--- config.mk ---
export PLATFORM = sky130hd
export DESIGN_NAME = xcsv_vectors
export DESIGN_NICKNAME = d
export VERILOG_FILES = /design/src/verilog/xcsv_pkg.sv /design/src/verilog/xcsv_latch.sv /design/src/verilog/xcsv_vectors.sv
export VERILOG_INCLUDE_DIRS = /design/src /design/src/verilog
export SDC_FILE = /design/constraint.sdc
export NUM_CORES = 1
export LEC_CHECK = 0
export ABC_CLOCK_PERIOD_IN_PS = 1600
export BUFFER_PORTS_ARGS = -buffer_cell sky130_fd_sc_hd__buf_2
export CAP_MARGIN = 20
export CORE_AREA = 2 2 39 41
export CTS_CLUSTER_DIAMETER = 30
export DETAILED_ROUTE_END_ITERATION = 12
export DIE_AREA = 0 0 41 43
export GPL_ROUTABILITY_DRIVEN = 0
export PLACE_DENSITY = 0.75
export SYNTH_ARGS = -nofsm -noshare
export SYNTH_HDL_FRONTEND = slang
export SYNTH_SLANG_ARGS = --single-unit
export TNS_END_PERCENT = 20
--- constraint.sdc ---
create_clock -name clk -period 1.6 [get_ports clk]
set_input_delay 0.32 -clock clk [delete_from_list [all_inputs] [get_ports clk]]
set_output_delay 0.32 -clock clk [all_outputs]
set_load 0.05 [all_outputs]
--- src/verilog/xcsv_defines.svh ---
// Bit positions and widths of the control and status vectors, and the lane count
`ifndef XCSV_DEFINES_SVH
`define XCSV_DEFINES_SVH

`define XCSV_CTRL_W        7
`define XCSV_STAT_W        8
`define XCSV_CTRL_LOOPBACK 0
`define XCSV_CTRL_PWRDN    1
`define XCSV_CTRL_FLT_CLR  2
`define XCSV_CTRL_LNK_ARM  3
`define XCSV_CTRL_TEST_EN  4
`define XCSV_CTRL_SEL_LO   5
`define XCSV_CTRL_SEL_HI   6
`define XCSV_STAT_TX_FLT   0
`define XCSV_STAT_RX_FLT   1
`define XCSV_STAT_SYNC_LO  2
`define XCSV_STAT_SYNC_HI  5
`define XCSV_STAT_ALIGN    6
`define XCSV_STAT_LINK     7
`define XCSV_LANES         4

`endif

--- src/verilog/xcsv_pkg.sv ---
// Types shared by the control and status vector block
`default_nettype none
package xcsv_pkg;
   typedef enum logic [1:0] {
      XCSV_PAT_HIGH  = 2'h0,
      XCSV_PAT_LOW   = 2'h1,
      XCSV_PAT_MIXED = 2'h2,
      XCSV_PAT_RSVD  = 2'h3
   } xcsv_pattern_type;
endpackage
`default_nettype wire

--- src/verilog/xcsv_latch.sv ---
// Latching status bit with rising-edge clear
`default_nettype none
module xcsv_latch #(
   parameter bit LATCH_HIGH = 1'b1
) (
   input  wire logic clk,
   input  wire logic rst_n,
   input  wire logic live,
   input  wire logic clr_level,
   output logic      held
);
   logic clr_prev;
   logic clr_edge;

   assign clr_edge = clr_level & ~clr_prev;

   always_ff @(posedge clk) begin
      if (!rst_n) begin
         clr_prev <= 1'b0;
      end else begin
         clr_prev <= clr_level;
      end
   end

   // Live condition wins over the clear, so an ongoing event is not lost
   always_ff @(posedge clk) begin
      if (!rst_n) begin
         held <= ~LATCH_HIGH;
      end else if (LATCH_HIGH) begin
         held <= live | (held & ~clr_edge);
      end else begin
         held <= live & (held | clr_edge);
      end
   end
endmodule // xcsv_latch
`default_nettype wire

--- src/verilog/xcsv_vectors.sv ---
// Control and status vector port of the four-lane link core
//
// Behaviour
// - Seven-bit control in, eight-bit status out
// - Control bits six-five pick test pattern
// - Codes: high, low, mixed, reserved
// - Control bit four enables pattern generation
// - Control bit one powers transceivers down
// - Control bit zero selects serial loopback
// - Status bit seven: link up, latches low
// - Rising control bit three re-arms link
// - Status bit six: all lanes aligned
// - Alignment output shares status bit six
// - Status bits five-two: per-lane sync
// - Sync output shares per-lane indications
// - Status bit one: receive fault, latches
// - Status bit zero: transmit fault, latches
// - Rising control bit two clears faults
`include "xcsv_defines.svh"
`default_nettype none
module xcsv_vectors
   import xcsv_pkg::*;
#(
   parameter int LANES = `XCSV_LANES
) (
   input  wire logic                      clk,
   input  wire logic                      rst_n,
   input  wire logic [`XCSV_CTRL_W-1:0]   control_word,
   input  wire logic                      rx_link_up,
   input  wire logic                      rx_aligned,
   input  wire logic [LANES-1:0]          rx_lane_sync,
   input  wire logic                      rx_fault,
   input  wire logic                      tx_fault,
   output logic      [`XCSV_STAT_W-1:0]   status_word,
   output logic                           align_status,
   output logic      [LANES-1:0]          sync_status,
   output logic                           test_enable,
   output xcsv_pattern_type               test_select,
   output logic                           power_down,
   output logic                           loopback
);
   // ------------------------------------------------------------
   // Elaboration checks
   // ------------------------------------------------------------
   if (LANES != `XCSV_LANES) begin : g_bad_lanes
      $error("status word holds exactly four lane sync bits");
   end

   logic link_held;
   logic rx_flt_held;
   logic tx_flt_held;
   logic aligned_q;
   logic [LANES-1:0] sync_q;

   // ------------------------------------------------------------
   // Control decode
   // ------------------------------------------------------------
   // Registered so downstream transceiver controls see clean levels
   always_ff @(posedge clk) begin
      if (!rst_n) begin
         test_enable <= 1'b0;
         test_select <= XCSV_PAT_HIGH;
         power_down  <= 1'b0;
         loopback    <= 1'b0;
      end else begin
         test_enable <= control_word[`XCSV_CTRL_TEST_EN];
         test_select <= xcsv_pattern_type'(
            control_word[`XCSV_CTRL_SEL_HI:`XCSV_CTRL_SEL_LO]);
         power_down  <= control_word[`XCSV_CTRL_PWRDN];
         loopback    <= control_word[`XCSV_CTRL_LOOPBACK];
      end
   end

   // ------------------------------------------------------------
   // Latched status bits
   // ------------------------------------------------------------
   // clear inputs are same-domain flops, no synchroniser
   xcsv_latch #(.LATCH_HIGH(1'b0)) u_link (
      .clk       (clk),
      .rst_n     (rst_n),
      .live      (rx_link_up),
      .clr_level (control_word[`XCSV_CTRL_LNK_ARM]),
      .held      (link_held)
   );

   xcsv_latch #(.LATCH_HIGH(1'b1)) u_rx_flt (
      .clk       (clk),
      .rst_n     (rst_n),
      .live      (rx_fault),
      .clr_level (control_word[`XCSV_CTRL_FLT_CLR]),
      .held      (rx_flt_held)
   );

   xcsv_latch #(.LATCH_HIGH(1'b1)) u_tx_flt (
      .clk       (clk),
      .rst_n     (rst_n),
      .live      (tx_fault),
      .clr_level (control_word[`XCSV_CTRL_FLT_CLR]),
      .held      (tx_flt_held)
   );

   always_ff @(posedge clk) begin
      if (!rst_n) begin
         aligned_q <= 1'b0;
         sync_q    <= '0;
      end else begin
         aligned_q <= rx_aligned;
         sync_q    <= rx_lane_sync;
      end
   end

   // ------------------------------------------------------------
   // Status assembly
   // ------------------------------------------------------------
   // eight-bit status word
   assign status_word = {link_held, aligned_q, sync_q,
                         rx_flt_held, tx_flt_held};
   assign align_status = aligned_q;
   assign sync_status  = sync_q;
endmodule // xcsv_vectors
`default_nettype wire

==> out/metrics.cfg <==
[setup_path]
critical_path.startpoint_type = flip-flop
ff2ff_path_depth = 2
critical_path.n_buffers_inverters = 1
endpoint_kind = output port
worstSetupPathType = reg2out
critical-path-top-delay-family = flip-flops
path_max_fanout = 2
reg2reg_setup_slack_ns = 0.96
path_depth = 1
worstPathCellList = buf_2
arrival_time_worst_endpoint_ns = 0.87
cp_slowest_stage_delay_ns = 0.34
timing.critical_path.slowest_stage_cell = dfxtp_1
worstPathRequired_ns = 1.28

[final_layout]
flow.area_growth_from_synthesis_pct = 29.4
share_of_final_layout_standard_cells_stronger_than_drive_strength_1_pct = 49.3
layout.nets = 93
antenna_cells_inserted = 0
final-seq-area_sq_um = 300
nFillCells = 134
multi_input_area_sq_um = 123

[timing]
timing.max_slew.rel_slack_pct = 83.5
timing.clock.skew_ns = 0.00205
final_max_slew_viol_count = 0
worstMarginPinSlew_ns = 0.249
timing.final.setup_violations = 0
timing.fmax_mhz = 840
timing.final.crit_share_pct = 74.4
finalWorstPathRequiredPeriod_ns = 1.19
final-hold-violation-count = 0
worst_hold_slack_ns = 0.242
fin_tns_setup_ns = 0
grt_setup_unrepaired = false

[floorplanning]
dieHeight_um = 43
placementRows = 14
floorplan.die_area_sq_um = 1760
placeableCoreArea_sq_um = 1380
top_level_ports = 35
initial_cell_density_of_the_core_pct = 35.7
dieWidth_um = 41

[flow_run]
max-cap-violations = 0

[global_route]
antenna_found_initial = 0
grt_pass1_wl_um = 1210
grt_usage_pct = 10.7
grt_overflow = 0
grt_pass1_vias = 325
maximum_number_of_pins_on_one_net_before_global_route_repair = 18

[pwr]
power.leakage_nw = 0.338
power-per-cell-area_nw_per_um2 = 1190
power.ir.vdd_worst_mv = 0.357

[clock_tree]
postCtsResizedCells = 0
clock_tree_from_tritoncts = built
cts_num_sinks = 15
post-cts-setup-buffer-count = 0
cts_bufs_inserted = 3
cts.clk_slew.worst_paths_ns = 0.08
h-tree-depth = 1
cts-root-to-sink-buffers = 2
ctsHoldBuffers = 0
cts_root_buf = clkbuf_4
clock_latency_ns = 0.27

[routing]
avgRoutedWirePerCell_um = 8.77
drt-total-wl_um = 798
first_iter_violations = 2
antenna_violating_nets_post_route = 0
drc = 0
num_vias = 372
dr.pass1.iters = 2
post_drt_via_cell_ratio = 4.09

[synth]
syn-instance-count = 46
mappedNetlistArea_sq_um = 494
synth_enable_flop_cells = 0
dominantRegCellSynth = dfxtp_1
proportion_of_synthesized_chip_area_in_sequential_cells_pct = 60.8
synth.most_common_cell = dfxtp_1
ys_ff_latch = 15
synth_area_leaders = dfxtp_1, and2_1, buf_4
yosysTopAreaCell = dfxtp_1
async_flop_share_pct = 0
yosys-top-cells-count = dfxtp_1, and2_1, buf_4
yosysTopAreaCellShare_pct = 60.8
postSynthNetCount = 63
synth.distinct_cells = 9
syn_avg_cell_area_sq_um = 10.7
synth-warning-count = 0

[run_status]
run_status = finished clean

[worst_hold_path]
timing.hold.worst_path_depth = 3
worstHoldPathType = in2reg

[placed_design]
io_buffers = 34

area by class of cell:
class                      count  share of cell area (%)
multi-input combinational     22                    19.2
clock buffer                   4                    4.11
timing repair buffer          34                    26.6
sequential                    15                    47.0
tap                           16                    3.13
cell families (layout without fill, tap and decap cells):
group           after synthesis  count (layout)  synth area share, %
compound gates                2               2                 2.03
buf+inv                       9              38                 14.4
flops                        15              15                 60.8
simple gates                 20              20                 22.8
flip-flops by register name, summed over array words and instances (netlist names):
| signal | flops |
|---|---|
| align_status | 1 |
| u_link.held | 1 |
| u_tx_flt.held | 1 |
| u_rx_flt.clr_prev | 1 |
| test_select | 2 |
| sync_status | 4 |
| loopback | 1 |
| u_link.clr_prev | 1 |
| u_rx_flt.held | 1 |
| power_down | 1 |
| test_enable | 1 |
path summary, 6_finish.rpt:
kind | startpoint | endpoint
min | rx_fault | u_rx_flt.held$_SDFF_PN0_
max | u_link.held$_SDFF_PN1_ | status_word[7]
max reg2reg | u_rx_flt.clr_prev$_SDFF_PN0_ | u_tx_flt.held$_SDFF_PN0_
min reg2reg | u_rx_flt.held$_SDFF_PN0_ | u_rx_flt.held$_SDFF_PN0_
routing by layer:
| metal | vias up | track usage, % | share of wire (%) |
|---|---|---|---|
| met4 | 0 | 10.0 | 0 |
| met5 | - | 0 | 0 |
| li1 | 191 | - | - |
| met1 | 164 | 9.54 | 36 |
| met3 | 0 | 1.57 | 7.9 |
| met2 | 17 | 18.4 | 56 |
layout by cell type, fill, tap and decap left out:
| cell type | Yosys | final |
|---|---|---|
| nand3b_1 | 1 | 1 |
| clkbuf_1 | 0 | 1 |
| nand3_1 | 1 | 1 |
| and2_1 | 12 | 12 |
| clkbuf_4 | 0 | 3 |
| nand2_1 | 5 | 5 |
| nor2b_1 | 1 | 1 |
| o21ai_0 | 2 | 2 |
| dfxtp_1 | 15 | 15 |
| buf_2 | 0 | 34 |
stage by stage:
step | power [mW] | area (sq um) | setup WS [ns] | util, % | std cells
after floorplan | 0.543 | 494 | 0.386 | - | 46
after CTS | 0.781 | 639 | 0.389 | 46.2 | 91
after global routing | 0.806 | 639 | 0.347 | 46.2 | 91
after detailed placement | 0.570 | 613 | 0.705 | 44.3 | 87
final | 0.764 | 639 | 0.409 | 46.2 | 91
after global placement | 0.568 | 613 | 0.722 | 44.3 | 87
power breakdown:
| part | total [mW] | switching (mW) | internal, mW |
|---|---|---|---|
| Sequential | 0.402 | 0.00703 | 0.395 |
| Clock | 0.204 | 0.108 | 0.0964 |
| Combinational | 0.158 | 0.115 | 0.0422 |
No activity file was read; power rests on OpenSTA's default activity.
